## src/hw/ltx_regs.svh

```systemverilog
`ifndef LTX_REGS_SVH
`define LTX_REGS_SVH

// Default parallel word width (times-eight mode)
`define LTX_WORD_W_DEF   8
// Boundary counter width, compare value and reset value
`define LTX_CNT_W        2
`define LTX_CNT_LOAD     2'h3
`define LTX_CNT_RST      2'h0
// Reset levels of the differential output pairs
`define LTX_DATA_P_RST   1'h0
`define LTX_CLK_P_RST    1'h0

`endif

```

## src/hw/ltx_pkg.sv

```systemverilog
`default_nettype none
`include "ltx_regs.svh"

package ltx_pkg;

    // Byte boundary down counter value
    typedef logic [`LTX_CNT_W-1:0] ltx_cnt_t;

endpackage

`default_nettype wire

```

## src/hw/ltx_edge_sync.sv

```systemverilog
`timescale 1ns/1ps
`default_nettype none

module ltx_edge_sync
    import ltx_pkg::*;
(
    // Clock and reset
    input  wire logic clk,
    input  wire logic rstn,
    // Clock sampled from outside the domain
    input  wire logic async_in,
    // Synchronised level, delayed level and edge pulses
    output logic      level,
    output logic      level_d,
    output logic      rise,
    output logic      fall
);

    logic meta_reg;
    logic sync_reg;
    logic dly_reg;

    // Two flops before use; only sync_reg reads meta_reg
    always_ff @(posedge clk)
    begin
        if (!rstn)
        begin
            meta_reg <= 1'h0;
            sync_reg <= 1'h0;
            dly_reg  <= 1'h0;
        end
        else
        begin
            meta_reg <= async_in;
            sync_reg <= meta_reg;
            dly_reg  <= sync_reg;
        end
    end

    // Edge pulses last one cycle of clk
    assign level   = sync_reg;
    assign level_d = dly_reg;
    assign rise    = sync_reg & ~dly_reg;
    assign fall    = ~sync_reg & dly_reg;

endmodule

`default_nettype wire

```

## src/hw/ltx_tx_serializer_top.sv

```systemverilog
// How it works
// Capture parallel word on slow word clock
// Two parallel-in serial-out chains shift bits
// Chains advance on fast bit clock edges
// Even bits load one chain, odd other
// Two-bit down counter tracks byte boundary
// Counter idle until first slow clock edge
// Count equal three enables chain load
// Counter and compare fix byte start
// Even retimed on fall, odd on rise
// Fast clock level selects even or odd
// Word width sets serialization factor
// Surroundings hold reset at start
// Fast clock is four times slow
// Reference input clock rates per mode
// Clock forwarded alongside serial data
// One serial stream on one pair
// Bit zero first, even/odd alternate
`timescale 1ns/1ps
`default_nettype none
`include "ltx_regs.svh"

module ltx_tx_serializer_top
    import ltx_pkg::*;
#(
    parameter int WORD_W = `LTX_WORD_W_DEF
)
(
    // Clock and reset
    input  wire logic              clk,
    input  wire logic              rstn,
    // Link clocks from the clock source
    input  wire logic              fast_bit_clock,
    input  wire logic              slow_word_clock,
    // Parallel word from internal logic
    input  wire logic [WORD_W-1:0] data_in,
    // Serial data pair
    output logic                   tx_data_p,
    output logic                   tx_data_n,
    // Forwarded clock pair
    output logic                   tx_clk_p,
    output logic                   tx_clk_n
);

    localparam int HALF = WORD_W / 2;
    // Last count of a word: 0 for eight bits, 2 for four bits, 3 for two
    localparam ltx_cnt_t CNT_END = ltx_cnt_t'(4 - HALF);

    // Timing, in clk cycles, with a fast period of twelve clk:
    // - a link clock pin edge becomes an edge pulse two clk edges later,
    //   give or take one, depending on where the pin moves between edges;
    // - the retime flop takes its bit on that pulse and the output flop
    //   one clk after it, so the serial bit trails the pin edge by about
    //   three to four clk;
    // - each serial bit stands half a fast period, quantised to clk.
    // Limitation: clk must run several times faster than the fast bit
    // clock, or edge pulses merge in the synchronisers and bits are lost.
    // Odd word widths cannot be split into even and odd lanes and are not
    // supported; WORD_W is even, from 2 to 8.

    // Capture bank, chain contents and their load values
    logic [WORD_W-1:0] word_capture_reg;
    logic [HALF-1:0]   even_chain_reg;
    logic [HALF-1:0]   odd_chain_reg;
    logic [HALF-1:0]   even_load;
    logic [HALF-1:0]   odd_load;

    // Boundary counter
    ltx_cnt_t          cnt_reg;
    ltx_cnt_t          cnt_next;
    logic              started_reg;

    // Retime and output flops
    logic              even_rt_reg;
    logic              odd_rt_reg;
    logic              data_p_reg;
    logic              clk_p_reg;

    // Link clocks as seen in the clk domain
    logic              fast_lvl_d;
    logic              fast_rise;
    logic              fast_fall;
    logic              slow_lvl_d;
    logic              slow_rise;

    // Decoded controls and the even/odd select
    logic              cmp_hit;
    logic              chain_load;
    logic              chain_shift;
    logic              even_odd_select;

    // Both link clocks are sampled by clk and turned into edge pulses
    // A rise seen when reset lifts with the fast pin high is harmless:
    // nothing moves before the first slow rise
    ltx_edge_sync u_fast_sync
    (
        .clk      (clk),
        .rstn     (rstn),
        .async_in (fast_bit_clock),
        .level    (),
        .level_d  (fast_lvl_d),
        .rise     (fast_rise),
        .fall     (fast_fall)
    );

    ltx_edge_sync u_slow_sync
    (
        .clk      (clk),
        .rstn     (rstn),
        .async_in (slow_word_clock),
        .level    (),
        .level_d  (slow_lvl_d),
        .rise     (slow_rise),
        .fall     ()
    );

    // Word capture bank, one flop per input bit
    always_ff @(posedge clk)
    begin
        if (!rstn)
            word_capture_reg <= '0;
        else if (slow_rise)
            word_capture_reg <= data_in;
    end

    // Split the captured word into even and odd lanes
    // Lane bit i carries word bit 2i or 2i+1, so lane bit zero leaves first
    generate
        for (genvar i = 0; i < HALF; i++)
        begin : g_split
            assign even_load[i] = word_capture_reg[2*i];
            assign odd_load[i]  = word_capture_reg[2*i+1];
        end
    endgenerate

    // Boundary compare and chain controls
    // Step down, and wrap back to the load count after the last bit pair
    assign cmp_hit     = (cnt_reg == `LTX_CNT_LOAD);
    assign chain_load  = started_reg & fast_rise & cmp_hit;
    assign chain_shift = started_reg & fast_rise & ~cmp_hit;
    assign cnt_next    = (cnt_reg == CNT_END) ? `LTX_CNT_LOAD : ltx_cnt_t'(cnt_reg - 2'h1);

    // Counter waits for the first slow edge so the first load sees a captured word
    always_ff @(posedge clk)
    begin
        if (!rstn)
            started_reg <= 1'h0;
        else if (slow_rise)
            started_reg <= 1'h1;
    end

    // Down counter stepped by each fast rising edge after the first slow rise
    // The wrap value CNT_END gives HALF fast rises per word
    always_ff @(posedge clk)
    begin
        if (!rstn)
            cnt_reg <= `LTX_CNT_RST;
        else if (started_reg && fast_rise)
            cnt_reg <= cnt_next;
    end

    // Two chains: load on boundary, otherwise shift toward bit zero
    // Load and shift never share an edge, so no word is dropped at a boundary
    always_ff @(posedge clk)
    begin
        if (!rstn)
        begin
            even_chain_reg <= '0;
            odd_chain_reg  <= '0;
        end
        else if (chain_load)
        begin
            even_chain_reg <= even_load;
            odd_chain_reg  <= odd_load;
        end
        else if (chain_shift)
        begin
            even_chain_reg <= even_chain_reg >> 1;
            odd_chain_reg  <= odd_chain_reg >> 1;
        end
    end

    // Retime even on fall, odd on rise; odd reads the chain before it moves
    // Even bits thus stand in the low phase, odd bits in the high phase
    always_ff @(posedge clk)
    begin
        if (!rstn)
        begin
            even_rt_reg <= 1'h0;
            odd_rt_reg  <= 1'h0;
        end
        else
        begin
            if (fast_fall)
                even_rt_reg <= even_chain_reg[0];
            if (fast_rise)
                odd_rt_reg <= odd_chain_reg[0];
        end
    end

    // Delayed level lines the select up with the retime flop updates
    // Using the undelayed level would show the stale lane for one clk
    assign even_odd_select = fast_lvl_d ? odd_rt_reg : even_rt_reg;

    // Output pairs registered; the forwarded clock follows the word clock
    // Both legs come from one flop so they switch in the same clk
    always_ff @(posedge clk)
    begin
        if (!rstn)
        begin
            data_p_reg <= `LTX_DATA_P_RST;
            clk_p_reg  <= `LTX_CLK_P_RST;
        end
        else
        begin
            data_p_reg <= even_odd_select;
            clk_p_reg  <= slow_lvl_d;
        end
    end

    // Drive both legs of each pair
    assign tx_data_p = data_p_reg;
    assign tx_data_n = ~data_p_reg;
    assign tx_clk_p  = clk_p_reg;
    assign tx_clk_n  = ~clk_p_reg;

endmodule

`default_nettype wire

```

## config.mk

```make
export PLATFORM = sky130hd
export DESIGN_NAME = ltx_tx_serializer_top
export DESIGN_NICKNAME = d
export VERILOG_FILES = /design/src/hw/ltx_pkg.sv /design/src/hw/ltx_edge_sync.sv /design/src/hw/ltx_tx_serializer_top.sv
export VERILOG_INCLUDE_DIRS = /design/src /design/src/hw
export SDC_FILE = /design/constraint.sdc
export NUM_CORES = 1
export LEC_CHECK = 0
export ABC_AREA = 1
export BUFFER_PORTS_ARGS = -buffer_cell sky130_fd_sc_hd__clkbuf_2
export CAP_MARGIN = 25
export CORE_ASPECT_RATIO = 0.8
export CORE_MARGIN = 2
export CORE_UTILIZATION = 50
export CTS_CLUSTER_SIZE = 28
export DETAILED_ROUTE_END_ITERATION = 8
export PLACE_DENSITY = 0.74
export SYNTH_ARGS = -nofsm -noshare
export SYNTH_HDL_FRONTEND = slang
export SYNTH_SLANG_ARGS = --single-unit
```

## constraint.sdc

```tcl
create_clock -name clk -period 2 [get_ports clk]
set_clock_uncertainty 0.15 [all_clocks]
set_input_delay 0.1 -clock clk [delete_from_list [all_inputs] [get_ports clk]]
set_output_delay 0.1 -clock clk [all_outputs]
set_load 0.03 [all_outputs]
```

==> impl_table.tex, run 1 <==
\begin{tabular}{lr}
\hline
Metric & Value \\
\hline
\multicolumn{2}{l}{\textbf{Run status}} \\
Status & finished, final reports clean \\
\multicolumn{2}{l}{\textbf{Timing}} \\
Endpoints failing hold & 0 \\
Slew at the pin with the worst max-slew slack & between 0.4 and 0.5 ns \\
Final cycle utilization of the critical path & 65.8\% \\
Period minus WS final & between 1 and 1.5 ns \\
Number of pins with negative max-slew slack in the final report & 0 \\
Final total negative setup slack & 0 ns \\
Final WS setup & 0.684 ns \\
Max-Slew Margin vs Limit & 71.0\% \\
Fmax & roughly 760 MHz \\
Unrepaired setup endpoints after global routing & no \\
Setup violation total in the final timing report & 0 \\
\multicolumn{2}{l}{\textbf{Clock network}} \\
Worst-path clk slew & 0.09 ns \\
Post-cts repair resize count & 0 \\
Buffer count from post-CTS setup fixing & 0 \\
Clock tree from TritonCTS & done \\
Latest clock arrival within the worst-skew pair & 0.34 ns \\
Number of buffers created by CTS & 5 \\
Max H-tree Level & 2 \\
Root buffer selected by CTS & clkbuf\_4 \\
Buffers from clock root to sink, at most & 2 \\
Clock Sink Count & 29 \\
\multicolumn{2}{l}{\textbf{Logic synthesis}} \\
Syn. warnings & 0 \\
Cell types occupying the most area after synthesis & dfxtp\_1 (52\%), nor2\_1 (12\%), o21ai\_0 (11\%) \\
Library cells used by synthesis & 15 \\
Most repeated cell in the gate-level netlist after synthesis & nor2\_1 \\
Syn Inst Count & 148 \\
Register bit count reported by yosys & 29 \\
Number of enable flip-flop cells after synthesis & 0 \\
Async set or reset register ratio after synthesis & 0\% \\
Biggest area consumer among synthesized cells & dfxtp\_1 \\
Most used flip-flop cell after synthesis & dfxtp\_1 \\
Mean Syn Cell Area & 7.60 um2 \\
Synth top area share & between 50\% and 60\% \\
Most frequent cells after synthesis & nor2\_1 (35), dfxtp\_1 (29), o21ai\_0 (24) \\
Sequential cell area fraction in the yosys report & approximately half \\
Post-synth design cell area & roughly 1100 um2 \\
Total nets after synthesis & 162 \\
\multicolumn{2}{l}{\textbf{Critical path}} \\
Required time at the worst-slack endpoint & about 2.1 ns \\
Worst flop-to-flop path startpoint & cnt\_reg[0]\$\_SDFFE\_PN0P\_ \\
Crit path capture type & flop \\
Crit path DAT & 1.40 ns \\
Worst Path Class, Setup & reg -> reg \\
Crit path launch type & flop \\
Worst Setup SP & cnt\_reg[0]\$\_SDFFE\_PN0P\_ \\
Largest fanout on the critical path & 14 \\
\multicolumn{2}{l}{\textbf{Min path}} \\
Origin of the worst min-delay path & rstn \\
Kind of path behind the tightest hold check & in -> reg \\
\multicolumn{2}{l}{\textbf{Place}} \\
Worst slack at placement & just under 0.7 ns \\
GP Congestion & 0.785 \\
Cell area after placement & 1210 um2 \\
\# port buffers & 15 \\
Half-perimeter wire length of the detailed placement result & 1.36 mm \\
\multicolumn{2}{l}{\textbf{Power}} \\
Switching power summed over all nets & 265 uW \\
Clock group share of total power & approximately 34\% \\
Leakage power & 0.648 nW \\
Power density over the cells & $\sim$750 nW/um2 \\
Relative contribution of combinational cells to total power & 6.8\% \\
Pwr Total & between 1 and 1.5 mW \\
Peak VDD IR & 0.000476 V \\
Cell Int Power & between 700 and 800 uW \\
Share of total power consumed by net switching & 25.9\% \\
Part of the total power dissipated in sequential elements & just under 60\% \\
\multicolumn{2}{l}{\textbf{Route}} \\
1st-pass router iterations & 5 \\
Final routed DRC violation total & 0 \\
Post-DR vias/cell & 4.74 \\
Routed length per placed instance & between 10 and 15 um \\
Post-route ant nets & 0 \\
Initial drt markers & 23 \\
Total via count in the routed design & 963 \\
WL final & 2.12 mm \\
\multicolumn{2}{l}{\textbf{Die}} \\
Total die area & 2650 um2 \\
Number of I/O pins & 16 \\
Vertical die dimension & 46.4 um \\
Area inside the core boundary & 2140 um2 \\
Die Wd & 57.0 um \\
Starting density of the core & 52.6\% \\
Rows & 15 \\
\multicolumn{2}{l}{\textbf{Job}} \\
Count of max-cap constraint violations & 0 \\
\multicolumn{2}{l}{\textbf{GRT}} \\
Gr usage total & 19.4\% \\
Number of antenna violations at the first check in global routing & 0 \\
Wire length of the first global-routing pass & 3.69 mm \\
Remaining global-route overflow & 0 \\
Pin count of the biggest net entering global routing & 27 \\
Vias in the first global route & about 900 \\
\multicolumn{2}{l}{\textbf{Cells and area}} \\
Final layout net count & 191 \\
Fraction of final layout cells with drive strength greater than 1 & 17.4\% \\
Post-layout instance area & roughly 1400 um2 \\
Area added between synthesis and finish & 21.7\% \\
Fraction of the core area covered by cells at the end of the flow & 64.0\% \\
Max reg flops & 8 \\
\# diodes & 0 \\
\hline
\end{tabular}
-- per-layer routing --
layer / global-route usage (%) / share of wire (%) / vias up
met5: 0 / 0 / -
met4: 14.0 / 1.9 / 0
met3: 5.90 / 5.3 / 5
met2: 33.6 / 46 / 21
met1: 20.9 / 47 / 424
li1: - / - / 513
-- layout make-up --
class                   count  area, um2
fillers                   206        771
flip-flops and latches     29        581
multi-input cells          92        437
repair buffers             25        175
inverters                  24       90.1
clock buffers               5       37.5
well taps                  25       31.3
clock inverters             3       17.5
-- placed cells by master (no fill, tap or decap), drive strengths merged --
cell / count
a21oi: 4
dlygate4sd3: 10
clkbuf: 20
nand4: 2
o21ai: 24
nand2: 20
nor2: 38
clkinv: 2
nand3: 1
or2: 1
clkinvlp: 1
inv: 24
ha: 2
dfxtp: 29
-- through the flow --
stage          cells  hold WS, ns
2_1_floorplan    148       0.0476
3_3_place_gp     185        0.134
3_5_place_dp     185        0.140
4_1_cts          203       0.0910
5_1_grt          203        0.132
6_report         203       0.0930
-- final timing paths --
| check | endpoint | slack, ns | cells after the start |
|---|---|---|---|
| setup reg to reg | even_chain_reg[0]$_SDFFE_PN0P_ | 0.68 | 4 |
| setup / recovery | even_chain_reg[0]$_SDFFE_PN0P_ | 0.68 | 4 |
| hold reg to reg | u_slow_sync.level$_SDFF_PN0_ | 0.27 | 2 |
| hold / removal | u_slow_sync.meta_reg$_SDFF_PN0_ | 0.09 | 3 |
-- kinds of logic after synthesis --
family	synth area share [%]
and+or+nand+nor	24.1
DFF	51.6
AOI/OAI and AO/OA	12.5
adders and majority gates	2.22
buffers and inverters	9.57
-- worst max-delay path, cell delays in order (launching register included) --
cell	delay, ns
dfxtp_1	0.36
ha_1	0.39
o21ai_0	0.15
nor2_1	0.10
nor2_1	0.05
-- repair_timing --
item                       4_1_cts  5_1_grt
hold endpoints to repair        10        0
setup endpoints to repair        0        0
hold buffers                    10        0
-- power groups by stage --
stage	logic, mW	clock network (mW)	registers, mW
final	0.0699	0.349	0.607
after global routing	0.0798	0.378	0.609
after CTS	0.0699	0.363	0.606
after detailed placement	0.0544	0	0.620
after global placement	0.0526	0	0.619
after floorplan	0.0347	0	0.618
No activity file was read; power rests on OpenSTA's default activity.
==> inputs of run 2 (changes only) <==
Settings changed: ABC_AREA 1 to 0, CORE_UTILIZATION 50 to 49, PLACE_DENSITY 0.74 to 0.76.
Clock period 2 ns to 1.2 ns, I/O delays scaled along.
==> run 2 against run 1 <==
  * The run now ends with negative setup slack left
  * Clock power is 58% higher
  * Highest routed layer unchanged
  * Final cell count decreased by 17%
  * Register-to-register slack got worse by 0.69 ns
  * Die area grew 2.5%
  * First-iteration DRC count shrank 39%
  * Cell area rose by 3.5%
  * Maximum frequency grew 8.8%
  * Combinational power up 59%
  * Non-clock buffer count up 5
  * Count of clock-buffer cells in the layout is 1 higher
  * Utilization is 1.1 points higher
==> impl_table.tex, run 2 <==
\begin{tabular}{lr}
\hline
Metric & Value \\
\hline
\multicolumn{2}{l}{\textbf{Place}} \\
Half-perimeter wire length of the detailed placement result & 1.21 mm (-11\%) \\
Cell area after placement & 1240 um2 (+2.1\%) \\
GP Congestion & 0.733 (-6.7\%) \\
Worst slack at placement & -0.0282 ns (-0.705 ns) \\
\# port buffers & 15 (unchanged) \\
\multicolumn{2}{l}{\textbf{Critical path}} \\
Worst Setup SP & cnt\_reg[1]\$\_SDFFE\_PN0P\_ \\
Worst Path Class, Setup & reg -> reg \\
Critical path's largest stage delay & 0.37 ns (-0.02 ns) \\
Cell type of the slowest stage on the worst timing path & dfxtp\_4 \\
Crit path DAT & 1.28 ns (-0.12 ns) \\
Register-to-Register Setup Slack & -0.009 ns (-0.69 ns) \\
Required time at the worst-slack endpoint & 1.27 ns (-0.81 ns) \\
Endpoint of the worst register-to-register path & odd\_chain\_reg[0]\$\_SDFFE\_PN0P\_ \\
Worst r2r path cells & 4 (unchanged) \\
Worst flop-to-flop path startpoint & cnt\_reg[1]\$\_SDFFE\_PN0P\_ \\
Largest fanout on the critical path & 8 (-6) \\
Crit path launch type & flop \\
Last element of the critical path & odd\_chain\_reg[0]\$\_SDFFE\_PN0P\_ \\
Cells along the critical path & ha\_4 -> mux2i\_1 -> nand2\_1 -> o211a\_1 \\
Crit path capture type & flop \\
\multicolumn{2}{l}{\textbf{Power}} \\
Peak VDD IR & 0.000881 V (+85\%) \\
Switching power summed over all nets & 386 uW (+46\%) \\
Part of the total power dissipated in sequential elements & 60.0\% (+0.9 points) \\
Cell Int Power & 1.27 mW (+67\%) \\
Clock group share of total power & 33.3\% (-0.8 points) \\
Leakage power & 0.658 nW (+1.5\%) \\
Share of total power consumed by net switching & 23.4\% (-2.5 points) \\
Power density over the cells & 1170 nW/um2 (+56\%) \\
Relative contribution of combinational cells to total power & 6.7\% (about the same) \\
\multicolumn{2}{l}{\textbf{Clock network}} \\
Root buffer selected by CTS & clkbuf\_4 \\
Worst-path clk slew & 0.08 ns (about the same) \\
Buffers from clock root to sink, at most & 2 (unchanged) \\
Latest clock arrival within the worst-skew pair & 0.33 ns (about the same) \\
Clock Sink Count & 29 (unchanged) \\
Clock tree from TritonCTS & done \\
Max H-tree Level & 2 (unchanged) \\
Number of buffers created by CTS & 5 (unchanged) \\
\multicolumn{2}{l}{\textbf{Die}} \\
Number of I/O pins & 16 (unchanged) \\
Total die area & 2710 um2 (+2.5\%) \\
Vertical die dimension & 47.0 um (+1.2\%) \\
Starting density of the core & 52.0\% (-0.56 points) \\
Area inside the core boundary & 2180 um2 (+1.8\%) \\
Die Wd & 57.7 um (+1.3\%) \\
Rows & 15 (unchanged) \\
\multicolumn{2}{l}{\textbf{Route}} \\
Routed length per placed instance & 11.5 um (+11\%) \\
Final routed DRC violation total & 0 (unchanged) \\
Met3 Wirelength & 107 um (-4.5\%) \\
Detailed-routed wire length on met2 & 981 um (+0.82\%) \\
1st-pass router iterations & 4 (-1) \\
Total via count in the routed design & 841 (-13\%) \\
Initial drt markers & 14 (-39\%) \\
WL final & 1.95 mm (-7.9\%) \\
Post-DR vias/cell & 4.98 (+4.9\%) \\
Post-route ant nets & 0 (unchanged) \\
Routed met1 length & 810 um (-18\%) \\
Uppermost layer routed & met4 \\
\multicolumn{2}{l}{\textbf{Logic synthesis}} \\
Synth top area share & 51.3\% (-0.34 points) \\
Most frequent cells after synthesis & dfxtp\_1 (29), nand2\_1 (25), mux2i\_1 (9) \\
Post-synth design cell area & 1130 um2 (+0.67\%) \\
Cell types occupying the most area after synthesis & dfxtp\_1 (51\%), nand2\_1 (8.3\%), mux2i\_1 (8.0\%) \\
Total nets after synthesis & 128 (-21\%) \\
Most repeated cell in the gate-level netlist after synthesis & dfxtp\_1 \\
Biggest area consumer among synthesized cells & dfxtp\_1 \\
Register bit count reported by yosys & 29 (unchanged) \\
Syn. warnings & 0 (unchanged) \\
Most used flip-flop cell after synthesis & dfxtp\_1 \\
Library cells used by synthesis & 19 (+4) \\
Async set or reset register ratio after synthesis & 0\% (unchanged) \\
Number of enable flip-flop cells after synthesis & 0 (unchanged) \\
Sequential cell area fraction in the yosys report & 51.3\% (-0.34 points) \\
Mean Syn Cell Area & 9.93 um2 (+31\%) \\
Syn Inst Count & 114 (-23\%) \\
\multicolumn{2}{l}{\textbf{Timing}} \\
Max-Slew Margin vs Limit & 66.4\% (-4.6 points) \\
Final WS setup & -0.00945 ns (-0.694 ns) \\
Setup violation total in the final timing report & 5 (+5) \\
Final cycle utilization of the critical path & 101\% (+35 points) \\
Period minus WS final & 1.21 ns (-0.106 ns) \\
Fmax & 827 MHz (+8.8\%) \\
Slew at the pin with the worst max-slew slack & 0.504 ns (+0.0694 ns) \\
Final total negative setup slack & -0.0305 ns (-0.0305 ns) \\
Unrepaired setup endpoints after global routing & yes \\
Number of pins with negative max-slew slack in the final report & 0 (unchanged) \\
Endpoints failing hold & 0 (unchanged) \\
\multicolumn{2}{l}{\textbf{Run status}} \\
Failing checks & negative setup slack \\
Status & finished with violations \\
\multicolumn{2}{l}{\textbf{Cells and area}} \\
Top library cells by usage in the layout, fill and taps aside & nand2\_1 (25), dfxtp\_1 (25), clkbuf\_2 (15) \\
Area added between synthesis and finish & 25.1\% \\
Max reg flops & 8 (unchanged) \\
Filler cell count & 178 (-14\%) \\
\# diodes & 0 (unchanged) \\
Final layout net count & 157 (-18\%) \\
Fraction of final layout cells with drive strength greater than 1 & 24.3\% (+6.9 points) \\
Post-layout instance area & 1420 um2 (+3.5\%) \\
\multicolumn{2}{l}{\textbf{GRT}} \\
Number of antenna violations at the first check in global routing & 0 (unchanged) \\
Gr usage total & 17.6\% (-1.9 points) \\
Wire length of the first global-routing pass & 3.37 mm (-8.8\%) \\
Vias in the first global route & 805 (-11\%) \\
Remaining global-route overflow & 0 (unchanged) \\
Pin count of the biggest net entering global routing & 32 (+19\%) \\
\multicolumn{2}{l}{\textbf{Min path}} \\
Kind of path behind the tightest hold check & in -> reg \\
\multicolumn{2}{l}{\textbf{Job}} \\
Count of max-cap constraint violations & 0 (unchanged) \\
\hline
\end{tabular}
## run 2: per-stage QoR
| step | power (mW) | hold WS [ns] | util [%] | std cells |
|---|---|---|---|---|
| CTS | 1.67 | 0.145 | 64.4 | 168 |
| global placement | 1.10 | 0.116 | 56.9 | 149 |
| floorplan | 1.07 | 0.0373 | - | 114 |
| detailed placement | 1.10 | 0.126 | 56.9 | 149 |
| finish | 1.65 | 0.145 | 65.1 | 169 |
| global route | 1.73 | 0.190 | 65.1 | 169 |
## run 2: power by group through the flow
stage | logic [mW] | registers (mW) | clock network (mW)
detailed placement | 0.0813 | 1.02 | 0
finish | 0.111 | 0.993 | 0.551
CTS | 0.108 | 0.995 | 0.565
floorplan | 0.0518 | 1.02 | 0
global route | 0.123 | 0.997 | 0.610
global placement | 0.0778 | 1.02 | 0
## run 2: cells by family after synthesis
| logic type | after synthesis | share of synthesized area (%) |
|---|---|---|
| and+or+nand+nor | 43 | 18.9 |
| AOI/OAI and AO/OA | 19 | 13.9 |
| buffers and inverters | 12 | 5.75 |
| adders and majority gates | 2 | 2.21 |
| DFF | 29 | 51.3 |
| muxes | 9 | 7.96 |
## run 2: worst min-delay path by stage
| stage | slack, ns | start | cells after the start | endpoint |
|---|---|---|---|---|
| 3_5_place_dp | 0.13 | fast_bit_clock | 2 | u_fast_sync.meta_reg$_SDFF_PN0_ |
| 4_1_cts | 0.15 | rstn | 2 | even_chain_reg[0]$_SDFFE_PN0P_ |
| 3_3_place_gp | 0.12 | fast_bit_clock | 2 | u_fast_sync.meta_reg$_SDFF_PN0_ |
| 2_1_floorplan | 0.04 | fast_bit_clock | 1 | u_fast_sync.meta_reg$_SDFF_PN0_ |
| 5_1_grt | 0.19 | rstn | 2 | started_reg$_SDFFE_PN0P_ |
| 6_report | 0.15 | rstn | 2 | cnt_reg[1]$_SDFFE_PN0P_ |
## run 2: timing repair
| action | 4_1_cts | 5_1_grt |
|---|---|---|
| endpoints found under the hold margin | 10 | 0 |
| hold buffers | 10 | 0 |
| pin swaps | 3 | 3 |
| setup buffers | 1 | 1 |
| setup endpoints to repair | 7 | 14 |
| gates resized for setup | 2 | 4 |
## run 2: layout make-up
class / instances / area [um2] / area share, %
Tap cell: 25 / 31.3 / 2.21
Clock inverter: 2 / 10.0 / 0.707
Clock buffer: 6 / 41.3 / 2.92
Sequential cell: 29 / 591 / 41.7
Multi-Input combinational cell: 73 / 503 / 35.5
Inverter: 4 / 15.0 / 1.06
Timing Repair Buffer: 30 / 225 / 15.9
## run 2: per-layer routing
metal	track usage, %	up-vias
met5	0	-
met4	9.77	0
met3	7.44	5
met2	32.5	18
met1	17.2	384
li1	-	434
## run 2: critical path: cells and delay by family, from the launching register on
family / cells / cell delay, ns
mux: 1 / 0.19
compound gates: 1 / 0.12
fa+ha+maj: 1 / 0.21
flops: 1 / 0.37
simple gates: 1 / 0.07
